--- src/tawf_pkg.sv ---
package tawf_pkg;

  ////////////////////////////////////////////////////////////////////////////
  // Counter and mode register layout
  localparam int CNT_W = 8;
  localparam int MODE_W = 4;
  localparam int SEL_W = 3;
  localparam int MODE_SEL_LSB = 0;
  localparam int MODE_CLR_BIT = 3;
  localparam logic [7:0] CNT_RESET = 8'h00;
  localparam logic [7:0] CNT_MAX = 8'hFF;
  localparam logic [2:0] SEL_RESET = 3'h0;

  ////////////////////////////////////////////////////////////////////////////
  // Prescaler: divide ratios are powers of two, held as log2 values
  localparam int PRE_W = 11;
  localparam int NUM_SEL = 8;
  localparam int WDT_DIV_LOG2 = 11;
  localparam int PRE_LOG2 [0:NUM_SEL-1] = '{1, 2, 3, 5, 7, 9, 10, 11};

  ////////////////////////////////////////////////////////////////////////////
  // Watchdog reset pulse length in system clocks
  localparam logic [2:0] RST_PULSE_CYCLES = 3'h4;

  ////////////////////////////////////////////////////////////////////////////
  // APB register map, byte addresses
  localparam int ADDR_W = 8;
  localparam logic [7:0] OFS_MODE = 8'h00;
  localparam logic [7:0] OFS_COUNT = 8'h04;
  localparam logic [7:0] OFS_STATUS = 8'h08;
  localparam logic [7:0] OFS_MASK = 8'h0C;
  localparam logic [7:0] OFS_INFO = 8'h10;

  ////////////////////////////////////////////////////////////////////////////
  // Interrupt status and mask layout
  localparam int IRQ_W = 2;
  localparam int IRQ_OVF_BIT = 0;
  localparam int IRQ_CLR_BIT = 1;
  localparam logic [1:0] IRQ_MASK_RESET = 2'h0;

  typedef enum logic [0:0] {
    TAWF_ST_RUN = 1'b0,
    TAWF_ST_WDRST = 1'b1
  } tawf_state_t;

  typedef struct packed {
    logic psel;
    logic penable;
    logic pwrite;
    logic [ADDR_W-1:0] paddr;
    logic [31:0] pwdata;
  } tawf_apb_req_t;

  typedef struct packed {
    logic pready;
    logic pslverr;
    logic [31:0] prdata;
  } tawf_apb_rsp_t;

endpackage

--- src/tawf_irq.sv ---
`timescale 1ns/1ns
module tawf_irq
  import tawf_pkg::*;
#(
  parameter int P_W = IRQ_W
) (
  input wire logic i_clk_sys,                 // System clock
  input wire logic i_srst,                    // Sync reset, active high
  input wire logic [P_W-1:0] i_set,           // Event pulses
  input wire logic [P_W-1:0] i_clr,           // Bits cleared by a status read
  input wire logic i_mask_we,                 // Mask write strobe
  input wire logic [P_W-1:0] i_mask_wdata,    // Mask write data
  output logic [P_W-1:0] o_status,            // Sticky status
  output logic [P_W-1:0] o_mask,              // Mask register
  output logic o_irq                          // Level interrupt
);

  typedef struct packed {
    logic [P_W-1:0] status;
    logic [P_W-1:0] mask;
  } tawf_irq_st_t;

  tawf_irq_st_t st_r;
  tawf_irq_st_t st_nxt;

  ////////////////////////////////////////////////////////////////////////////
  // Set beats clear so an event landing on the read is never lost
  always_comb begin
    st_nxt = st_r;
    st_nxt.status = (st_r.status & ~i_clr) | i_set;
    if (i_mask_we) begin
      st_nxt.mask = i_mask_wdata;
    end
  end

  always_ff @(posedge i_clk_sys) begin
    if (i_srst) begin
      st_r.status <= '0;
      st_r.mask <= P_W'(IRQ_MASK_RESET);
    end else begin
      st_r <= st_nxt;
    end
  end

  // Status and mask straight from flops; irq is the OR of their AND
  assign o_status = st_r.status;
  assign o_mask = st_r.mask;
  assign o_irq = |(st_r.status & st_r.mask);

endmodule

--- src/tawf_prescaler.sv ---
`timescale 1ns/1ns
module tawf_prescaler
  import tawf_pkg::*;
#(
  parameter int P_NUM_SEL = NUM_SEL
) (
  input wire logic i_clk_sys,                 // System clock
  input wire logic i_srst,                    // Sync reset, active high
  output logic [P_NUM_SEL-1:0] o_tick,        // Per-select count enables
  output logic o_wdt_tick                     // Fixed 1/2048 enable
);

  typedef struct packed {
    logic [PRE_W-1:0] cnt;
  } tawf_pre_st_t;

  tawf_pre_st_t st_r;
  tawf_pre_st_t st_nxt;

  // True on the last cycle of a 2^n period
  function automatic logic period_end(input logic [PRE_W-1:0] v, input int n);
    logic [PRE_W-1:0] msk;
    msk = (PRE_W'(1) << n) - PRE_W'(1);
    return &(v | ~msk);
  endfunction

  ////////////////////////////////////////////////////////////////////////////
  // One free-running divider feeds every tap, so all taps stay in phase
  always_comb begin
    st_nxt = st_r;
    st_nxt.cnt = st_r.cnt + PRE_W'(1);
  end

  always_ff @(posedge i_clk_sys) begin
    if (i_srst) begin
      st_r <= '0;
    end else begin
      st_r <= st_nxt;
    end
  end

  ////////////////////////////////////////////////////////////////////////////
  // Taps, one enable pulse per selectable rate
  genvar gi;
  for (gi = 0; gi < P_NUM_SEL; gi++) begin : g_tap
    assign o_tick[gi] = period_end(st_r.cnt, PRE_LOG2[gi]);
  end
  assign o_wdt_tick = period_end(st_r.cnt, WDT_DIV_LOG2);

endmodule

--- src/tawf_timer_a.sv ---
// Implementation choices: register access over APB and the address map.
`timescale 1ns/1ns
module tawf_timer_a
  import tawf_pkg::*;
#(
  parameter bit P_WATCHDOG = 1'b0             // Build option: 1 watchdog, 0 free-run
) (
  input wire logic i_clk_sys,                 // System clock, 100 MHz
  input wire logic i_srst,                    // Sync reset, active high
  input wire tawf_apb_req_t i_apb,            // APB request from master
  output tawf_apb_rsp_t o_apb,                // APB answer to master
  output logic o_irq,                         // Level interrupt request
  output logic o_chip_reset                   // Watchdog chip reset request
);

  ////////////////////////////////////////////////////////////////////////////
  // Module state

  typedef struct packed {
    tawf_state_t state;
    logic [SEL_W-1:0] sel;
    logic [CNT_W-1:0] count;
    logic [2:0] rst_cnt;
    logic [31:0] rdata;
    logic ovf;
    logic clr_evt;
  } tawf_main_st_t;

  tawf_main_st_t st_r;
  tawf_main_st_t st_nxt;

  ////////////////////////////////////////////////////////////////////////////
  // Address decode helpers

  // Full byte address compare; misaligned addresses never match
  function automatic logic addr_hit(input logic [ADDR_W-1:0] a,
                                    input logic [ADDR_W-1:0] ofs);
    return a == ofs;
  endfunction

  // Any mapped register
  function automatic logic addr_ok(input logic [ADDR_W-1:0] a);
    return addr_hit(a, OFS_MODE) || addr_hit(a, OFS_COUNT) ||
           addr_hit(a, OFS_STATUS) || addr_hit(a, OFS_MASK) ||
           addr_hit(a, OFS_INFO);
  endfunction

  ////////////////////////////////////////////////////////////////////////////
  // Bus phase decode

  logic apb_setup;
  logic apb_access;
  logic apb_wr;
  logic apb_rd;
  logic mode_wr;
  logic clr_wr;
  logic mask_wr;
  logic status_rd;

  // Writes and read side effects happen only at the access edge
  assign apb_setup = i_apb.psel & ~i_apb.penable;
  assign apb_access = i_apb.psel & i_apb.penable;
  assign apb_wr = apb_access & i_apb.pwrite;
  assign apb_rd = apb_access & ~i_apb.pwrite;
  assign mode_wr = apb_wr & addr_hit(i_apb.paddr, OFS_MODE);
  assign clr_wr = mode_wr & i_apb.pwdata[MODE_CLR_BIT];
  assign mask_wr = apb_wr & addr_hit(i_apb.paddr, OFS_MASK);
  assign status_rd = apb_rd & addr_hit(i_apb.paddr, OFS_STATUS);

  ////////////////////////////////////////////////////////////////////////////
  // Prescaler and interrupt unit

  logic [NUM_SEL-1:0] pre_tick;
  logic wdt_tick;
  logic [IRQ_W-1:0] irq_set;
  logic [IRQ_W-1:0] irq_clr;
  logic [IRQ_W-1:0] irq_status;
  logic [IRQ_W-1:0] irq_mask;

  tawf_prescaler #(
    .P_NUM_SEL(NUM_SEL)
  ) u_pre (
    .i_clk_sys(i_clk_sys),
    .i_srst(i_srst),
    .o_tick(pre_tick),
    .o_wdt_tick(wdt_tick)
  );

  // Event pulses come from flops, in the same cycle the count moves; status sets one cycle later
  always_comb begin
    irq_set = '0;
    irq_set[IRQ_OVF_BIT] = st_r.ovf;
    irq_set[IRQ_CLR_BIT] = st_r.clr_evt;
  end

  // Clear only what the master was shown at setup; later events survive
  assign irq_clr = status_rd ? st_r.rdata[IRQ_W-1:0] : '0;

  tawf_irq #(
    .P_W(IRQ_W)
  ) u_irq (
    .i_clk_sys(i_clk_sys),
    .i_srst(i_srst),
    .i_set(irq_set),
    .i_clr(irq_clr),
    .i_mask_we(mask_wr),
    .i_mask_wdata(i_apb.pwdata[IRQ_W-1:0]),
    .o_status(irq_status),
    .o_mask(irq_mask),
    .o_irq(o_irq)
  );

  ////////////////////////////////////////////////////////////////////////////
  // Counting enable

  logic cnt_tick;
  logic [CNT_W-1:0] cnt_inc;

  // Watchdog ignores the select field; no software path changes the mode
  assign cnt_tick = P_WATCHDOG ? wdt_tick : pre_tick[st_r.sel];
  assign cnt_inc = st_r.count + CNT_W'(1);

  ////////////////////////////////////////////////////////////////////////////
  // Read data mux, sampled in the setup phase

  logic [31:0] rd_mux;

  always_comb begin
    rd_mux = 32'h0000_0000;
    if (addr_hit(i_apb.paddr, OFS_MODE)) begin
      rd_mux = 32'h0000_0000;
    end else if (addr_hit(i_apb.paddr, OFS_COUNT)) begin
      rd_mux = {24'h00_0000, st_r.count};
    end else if (addr_hit(i_apb.paddr, OFS_STATUS)) begin
      rd_mux = {30'h0000_0000, irq_status};
    end else if (addr_hit(i_apb.paddr, OFS_MASK)) begin
      rd_mux = {30'h0000_0000, irq_mask};
    end else if (addr_hit(i_apb.paddr, OFS_INFO)) begin
      rd_mux = {31'h0000_0000, P_WATCHDOG};
    end
  end

  ////////////////////////////////////////////////////////////////////////////
  // Next-state logic

  always_comb begin
    st_nxt = st_r;
    st_nxt.ovf = 1'b0;
    st_nxt.clr_evt = 1'b0;

    // Capture read data early so the access phase needs no wait state
    if (apb_setup) begin
      st_nxt.rdata = rd_mux;
    end

    // Select field only; bit 3 is an action and is never kept
    if (mode_wr) begin
      st_nxt.sel = i_apb.pwdata[MODE_SEL_LSB +: SEL_W];
    end

    case (st_r.state)
      TAWF_ST_RUN: begin
        if (clr_wr) begin
          // Clear beats a tick in the same cycle, so no overflow follows
          st_nxt.count = CNT_RESET;
          st_nxt.clr_evt = 1'b1;
        end else if (cnt_tick) begin
          st_nxt.count = cnt_inc;
          if (cnt_inc == CNT_MAX) begin
            if (P_WATCHDOG) begin
              // Chip reset starts the cycle the count lands on FF
              st_nxt.state = TAWF_ST_WDRST;
              st_nxt.rst_cnt = RST_PULSE_CYCLES;
            end else begin
              st_nxt.ovf = 1'b1;
            end
          end
        end
      end
      TAWF_ST_WDRST: begin
        // Hold the reset request for a fixed pulse, then restart at zero
        st_nxt.count = CNT_RESET;
        st_nxt.rst_cnt = st_r.rst_cnt - 3'h1;
        if (st_r.rst_cnt == 3'h1) begin
          st_nxt.state = TAWF_ST_RUN;
        end
      end
      default: begin
        st_nxt.state = TAWF_ST_RUN;
      end
    endcase
  end

  // Free-run wrap from FF to 00 is the plain 8-bit increment

  ////////////////////////////////////////////////////////////////////////////
  // State register

  always_ff @(posedge i_clk_sys) begin
    if (i_srst) begin
      st_r.state <= TAWF_ST_RUN;
      st_r.sel <= SEL_RESET;
      st_r.count <= CNT_RESET;
      st_r.rst_cnt <= 3'h0;
      st_r.rdata <= 32'h0000_0000;
      st_r.ovf <= 1'b0;
      st_r.clr_evt <= 1'b0;
    end else begin
      st_r <= st_nxt;
    end
  end

  ////////////////////////////////////////////////////////////////////////////
  // Outputs

  // Zero-wait slave; error only for unmapped or misaligned addresses
  assign o_apb.pready = 1'b1;
  assign o_apb.pslverr = apb_access & ~addr_ok(i_apb.paddr);
  assign o_apb.prdata = st_r.rdata;

  // Watchdog build only: software must clear in time to keep this low
  assign o_chip_reset = (st_r.state == TAWF_ST_WDRST);

endmodule

--- config.mk ---
export PLATFORM = sky130hd
export DESIGN_NAME = tawf_timer_a
export DESIGN_NICKNAME = d
export VERILOG_FILES = /design/src/tawf_pkg.sv /design/src/tawf_irq.sv /design/src/tawf_prescaler.sv /design/src/tawf_timer_a.sv
export SDC_FILE = /design/constraint.sdc
export NUM_CORES = 1
export LEC_CHECK = 0
export BUFFER_PORTS_ARGS = -buffer_cell sky130_fd_sc_hd__buf_4
export CORE_ASPECT_RATIO = 0.7
export CORE_MARGIN = 2
export CORE_UTILIZATION = 50
export CTS_BUF_LIST = sky130_fd_sc_hd__clkbuf_16
export DETAILED_ROUTE_END_ITERATION = 7
export PLACE_DENSITY = 0.81
export RECOVER_POWER = 100
export SKIP_LAST_GASP = 1
export SYNTH_ARGS = -nofsm -noshare
export SYNTH_HDL_FRONTEND = slang
export SYNTH_SLANG_ARGS = --single-unit
--- constraint.sdc ---
create_clock -name i_clk_sys -period 3.2 [get_ports i_clk_sys]
set_input_delay 0 -clock i_clk_sys [delete_from_list [all_inputs] [get_ports i_clk_sys]]
set_output_delay 0 -clock i_clk_sys [all_outputs]
set_load 0.1 [all_outputs]
==> flow_metrics.py, run 1 <==
metrics = {
    "outcome": {
        "outcome": "complete, no violations",
    },
    "clocking": {
        "cts_tree": "yes",
        "clock_latency_ps": 290,
        "clock-sinks": 40,
        "path_clk_slew_ps": 60,
        "cts_setup_buffers": 0,
        "htreeDepth": 2,
        "root_buffer": "clkbuf_16",
        "cts_hold_buf": 3,
        "cts_buffer_depth": 2,
        "cts_resized": 0,
        "cts_buffers": 5,
    },
    "die": {
        "boundaryPins": 81,
        "start_util_pct": 52.9,
        "num_rows": 19,
        "fp.coreArea_sq_mm": 0.00399,
        "die_x_microns": 81.7,
        "dieArea_sq_mm": 0.00477,
        "die_height_microns": 58.4,
    },
    "flow_run": {
        "max-cap-violations": 0,
    },
    "pwr": {
        "clkPwrFrac_pct": 44.8,
        "seq_power_share_pct": 40.0,
        "p_per_area_mw_per_mm2": 549,
        "pwr-share-comb_pct": 15.2,
        "switching_share_pct": 29.5,
        "switching_power_uw": 378,
        "vdd_drop_max_uv": 373,
        "internal_power_uw": 904,
        "p_leak_uw": 0.000971,
    },
    "synthesis": {
        "postSynthAreaPerCell_sq_um": 8.92,
        "synth_edf_count": 0,
        "synth_area_leaders": "dfxtp_1, buf_4, nor2_1",
        "synth-seq-cells": 40,
        "ys.flop_type": "dfxtp_1",
        "synth_top_area_share_pct": 37.9,
        "yosysWarnings": 0,
        "async_reset_ff_share_pct": 0,
        "postSynthCellCount": 237,
        "ys_types": 40,
        "synth-seq-area-share_pct": 37.9,
        "netlist_area_sq_mm": 0.00211,
        "yosysTopAreaCell": "dfxtp_1",
    },
    "critical_path": {
        "crit_type": "reg -> reg",
        "cp-start-kind": "flip-flop",
        "worstPathRequired_ps": 3420,
        "r2r_start": "u_pre.st_r[0]",
        "critical_path.endpoint_type": "flip-flop",
        "critPathMaxFanout": 10,
        "arrival_ps": 2750,
        "r2r_end": "st_r[44]",
        "reg2reg_setup_slack_ps": 670,
        "ff2ff_path_depth": 9,
    },
    "timing": {
        "finalHoldViolCount": 0,
        "report.final.slew_viol_count": 0,
        "worst_hold_slack_ps": 10.9,
        "setup_tns_ps": 0,
        "fin_crit_ps": 2530,
        "rsz0062_at_grt": "false",
        "worst_pin_slew_ps": 1190,
        "maxSlewHeadroom_pct": 21.0,
        "fin_crit_sh_pct": 79.2,
        "skew_ps": 8.63,
        "final-setup-viol-count": 0,
        "layout_setup_ws_ps": 667,
        "timing.fmax_mhz": 395,
    },
    "drt": {
        "ant_nets": 0,
        "drc": 0,
        "firstDrtPassIters": 4,
        "drt_iter0_markers": 61,
        "routedWlPerCell_microns": 12.3,
        "viasPerCell": 5.10,
        "wirelength_microns": 3790,
        "routed-via-count": 1575,
    },
    "global_route": {
        "grt_max_degree": 29,
        "grt_pass1_wl_microns": 6130,
        "grtUsageTotal_pct": 17.2,
        "grt_remaining_overflow": 0,
        "grt_pass1_vias": 1394,
        "grt_antenna_before_repair": 0,
    },
    "final_layout": {
        "antenna_cells": 0,
        "layout_common_cells": "dfxtp_1, nor2_1, conb_1, buf_4",
        "layout_commonest_cell": "dfxtp_1",
        "fin_nets": 309,
        "syn_to_final_growth_pct": 10.5,
        "fin_area_sq_mm": 0.00234,
        "utilization_pct": 58.5,
        "drive_gt1_share_pct": 10.5,
    },
    "place": {
        "dpl_cell_area_sq_mm": 0.00219,
        "gp_congestion": 0.803,
        "post-dp-hpwl_microns": 2680,
        "numPortBuffers": 27,
        "dp_slack_ps": 856,
    },
    "min_path": {
        "hold_depth": 2,
        "hold_path.class": "in -> reg",
        "worstHoldStart": "i_apb[3]",
        "hold_end": "irq_set[1]",
    },
}
synthesized netlist by cell type (2+ instances only):
| cell | count |
|---|---|
| nor3_1 | 3 |
| o21ai_0 | 4 |
| ha_1 | 8 |
| nand2_1 | 7 |
| o31ai_1 | 2 |
| nand2b_1 | 2 |
| nor2b_1 | 9 |
| inv_1 | 8 |
| or4_1 | 2 |
| buf_4 | 33 |
| mux2_2 | 2 |
| nand3_1 | 11 |
| and3_1 | 5 |
| nand4_1 | 7 |
| conb_1 | 2 |
| nor3b_1 | 2 |
| a22o_1 | 9 |
| mux2i_1 | 7 |
| nand3b_1 | 2 |
| dfxtp_1 | 40 |
| xnor2_1 | 7 |
| clkbuf_1 | 7 |
| nor2_1 | 27 |
| a21oi_1 | 9 |
| or3_1 | 3 |
| a211oi_1 | 2 |
| xor2_1 | 4 |
per-stage QoR:
stage	cells	power, uW
global placement	298	715
finish	309	1280
CTS	309	1300
global route	309	1330
detailed placement	298	717
floorplan	260	713
worst max path at each step:
stage	start	end	cells after the start
floorplan	u_pre.st_r[0]	st_r[44]	9
global placement	u_pre.st_r[0]	st_r[44]	9
detailed placement	u_pre.st_r[0]	irq_set[0]	9
CTS	u_pre.st_r[0]	st_r[43]	9
global route	u_pre.st_r[0]	st_r[44]	9
finish	u_pre.st_r[0]	st_r[44]	9
worst max-delay path: stages, from the launching register on:
cell and delay (ps):
dfxtp_1 410, ha_1 230, nand3_1 160, nor3_1 210, ha_1 190, nor2b_1 50
o21ai_0 210, o211ai_1 320, or4_1 550, a21oi_1 140
flip-flops by register name, summed over array words and instances (netlist names):
name            cells
st_r               14
o_chip_reset        1
o_apb               8
irq_set             2
u_pre.st_r         11
u_irq.o_mask        2
u_irq.o_status      2
routing by layer:
layer	GRT usage, %	up-vias	routed length (microns)
met5	0	-	0
met4	9.29	0	62
met3	5.83	6	250
met2	25.9	41	1610
met1	21.8	723	1870
li1	-	805	-
kinds of logic (layout without fill, tap and decap cells):
group,count (synthesis),count (layout),synth area share (%)
buf+inv,49,46,14.6
compound gates,34,34,12.5
flops,40,40,37.9
simple gates,83,83,20.5
xor+xnor,11,11,4.56
fa+ha+maj,8,8,4.73
other cells,2,25,0.355
mux,10,10,4.91
power groups by stage:
| stage | Combinational (uW) | Clock (uW) | Sequential [uW] |
|---|---|---|---|
| after CTS | 196 | 587 | 513 |
| after global routing | 203 | 615 | 515 |
| after global placement | 191 | 0 | 524 |
| final | 195 | 575 | 513 |
| after floorplan | 193 | 0 | 520 |
| after detailed placement | 193 | 0 | 524 |
area by class of cell:
cell class	instances	area (sq um)
clock buffers	5	125
repair buffers	30	191
well taps	52	65.1
clock inverters	3	47.5
fillers	364	1660
multi-input cells	171	1080
inverters	8	30.0
flip-flops and latches	40	801
No activity file was read; power rests on OpenSTA's default activity.
==> inputs of run 2 (changes only) <==
Settings changed: CORE_UTILIZATION 50 to 44, PLACE_DENSITY 0.81 to 0.76.
Clock period 3.2 ns to 2.15 ns, I/O delays scaled along.
==> run 2 against run 1 <==
Against the previous run: core utilization shrank 5.6 points; register-to-register slack lost 580 ps; via count grew 2.9%; first-iteration DRC count shrank 9.8%; combinational power grew 61%; sequential share of layout area shrank 2.0 points; maximum frequency grew 23%; hold slack gained 3.8 ps; global-route usage shrank 2.4 points; critical endpoint is now st_r[40]; largest power group is now sequential cells.
==> flow_metrics.py, run 2 (synthesis results as in run 1) <==
metrics = {
    "outcome": {
        "outcome": "complete, no violations",
    },
    "pwr": {
        "vdd_drop_max_uv": 372,
        "p_per_area_mw_per_mm2": 712,
        "p_leak_uw": 0.00105,
    },
    "clocking": {
        "root_buffer": "clkbuf_16",
        "htreeDepth": 2,
        "cts_buffers": 5,
        "clock_latency_ps": 280,
        "cts_tree": "yes",
        "cts_buffer_depth": 2,
        "clock-sinks": 40,
        "path_clk_slew_ps": 50,
    },
    "place": {
        "post-dp-hpwl_microns": 2780,
        "placed_cells": 311,
        "gp_congestion": 0.865,
        "numPortBuffers": 27,
    },
    "die": {
        "num_rows": 21,
        "die_x_microns": 86.9,
        "start_util_pct": 45.0,
        "boundaryPins": 81,
        "die_height_microns": 62,
        "dieArea_sq_mm": 0.00539,
        "fp.coreArea_sq_mm": 0.00470,
    },
    "global_route": {
        "grt_antenna_before_repair": 0,
        "grt_remaining_overflow": 0,
        "grt_max_degree": 29,
        "grtUsageTotal_pct": 14.8,
        "grt_pass1_vias": 1392,
        "grt_pass1_wl_microns": 6150,
    },
    "final_layout": {
        "largest_reg_flops": 14,
        "layout_commonest_cell": "dfxtp_1",
        "syn_to_final_growth_pct": 17.8,
        "layout_common_cells": "dfxtp_1, buf_4, nor2_1, conb_1, nand3_1",
        "drive_gt1_share_pct": 21.8,
        "fin_cells": 323,
        "utilization_pct": 52.9,
        "fillers": 424,
        "largest_register": "st_r",
        "fin_nets": 319,
        "antenna_cells": 0,
    },
    "critical_path": {
        "cp_slowest_cell": "dfxtp_2",
        "cp_cell_sequence": "ha_4, nand3_4, nor3_2, ha_2, nand3b_1, o211ai_1, o211ai_4, buf_4, or3_1, a21oi_1",
        "crit_type": "reg -> reg",
        "cp-start-kind": "flip-flop",
        "worstPathRequired_ps": 2360,
        "critical_path.endpoint_type": "flip-flop",
        "arrival_ps": 2270,
        "max_stage_delay_ps": 350,
        "cp_top_family": "simple AND/OR/NAND/NOR gates",
        "reg2reg_setup_slack_ps": 90,
        "path_buf_inv": 1,
        "critPathMaxFanout": 4,
    },
    "drt": {
        "wirelength_microns": 3810,
        "routed-via-count": 1621,
        "drc": 0,
        "ant_nets": 0,
        "viasPerCell": 5.02,
        "firstDrtPassIters": 4,
        "routedWlPerCell_microns": 11.8,
        "drt_iter0_markers": 55,
    },
    "flow_run": {
        "max-cap-violations": 0,
    },
    "timing": {
        "report.final.slew_viol_count": 0,
        "setup_tns_ps": 0,
        "fin_crit_sh_pct": 95.9,
        "rsz0062_at_grt": "true",
        "fin_crit_ps": 2060,
        "final-setup-viol-count": 0,
        "finalHoldViolCount": 0,
        "skew_ps": 5.09,
        "timing.fmax_mhz": 485,
    },
    "min_path": {
        "hold_path.class": "in -> reg",
    },
}
==> run 2: power by group <==
| part | internal, uW | switching [uW] | total (uW) |
|---|---|---|---|
| combinational | 61.7 | 252 | 313 |
| clock | 420 | 273 | 693 |
| sequential | 751 | 14.2 | 765 |
==> run 2: final cells by class <==
| class | instances | area [sq um] | share of cell area [%] |
|---|---|---|---|
| Clock inverter | 2 | 12.5 | 0.503 |
| Timing Repair Buffer | 40 | 308 | 12.4 |
| Inverter | 8 | 30.0 | 1.21 |
| Clock buffer | 5 | 125 | 5.03 |
| Tap cell | 57 | 71.3 | 2.86 |
| Sequential cell | 40 | 803 | 32.3 |
| Multi-Input combinational cell | 171 | 1140 | 45.8 |
==> run 2: layer usage <==
metal | routed length [microns] | up-vias | part of all wire (%) | global-route usage (%)
met5 | 0 | - | 0 | 0
met4 | 50 | 0 | 1.3 | 6.03
met3 | 207 | 6 | 5.4 | 4.36
met2 | 1740 | 44 | 46 | 23.8
met1 | 1810 | 749 | 48 | 19.0
li1 | - | 822 | - | -
==> run 2: final timing paths <==
path                      start                 to  depth (start not counted)
hold / removal         i_apb[3]         irq_set[1]                          2
setup reg to reg  u_pre.st_r[0]           st_r[40]                         10
hold reg to reg      irq_set[0]  u_irq.o_status[0]                          2
setup / recovery  u_pre.st_r[0]           st_r[40]                         10
==> run 2: through the flow <==
step                      hold WS (ps)  setup slack, ps  total power [uW]  instance area, sq um
after floorplan                    144             30.1              1060                  2200
after global placement             236             12.3              1070                  2260
after detailed placement           251            -30.5              1080                  2260
after CTS                         10.6             4.20              1780                  2450
after global routing              4.95            -48.5              1840                  2490
final                             14.7             87.3              1770                  2490
==> run 2: timing repair <==
action,CTS,global route
hold endpoints to repair,5,0
pin swaps,1,5
hold buffers,3,0
resized for setup,4,8
buffers inserted,1,1
endpoints found under the setup margin,2,6
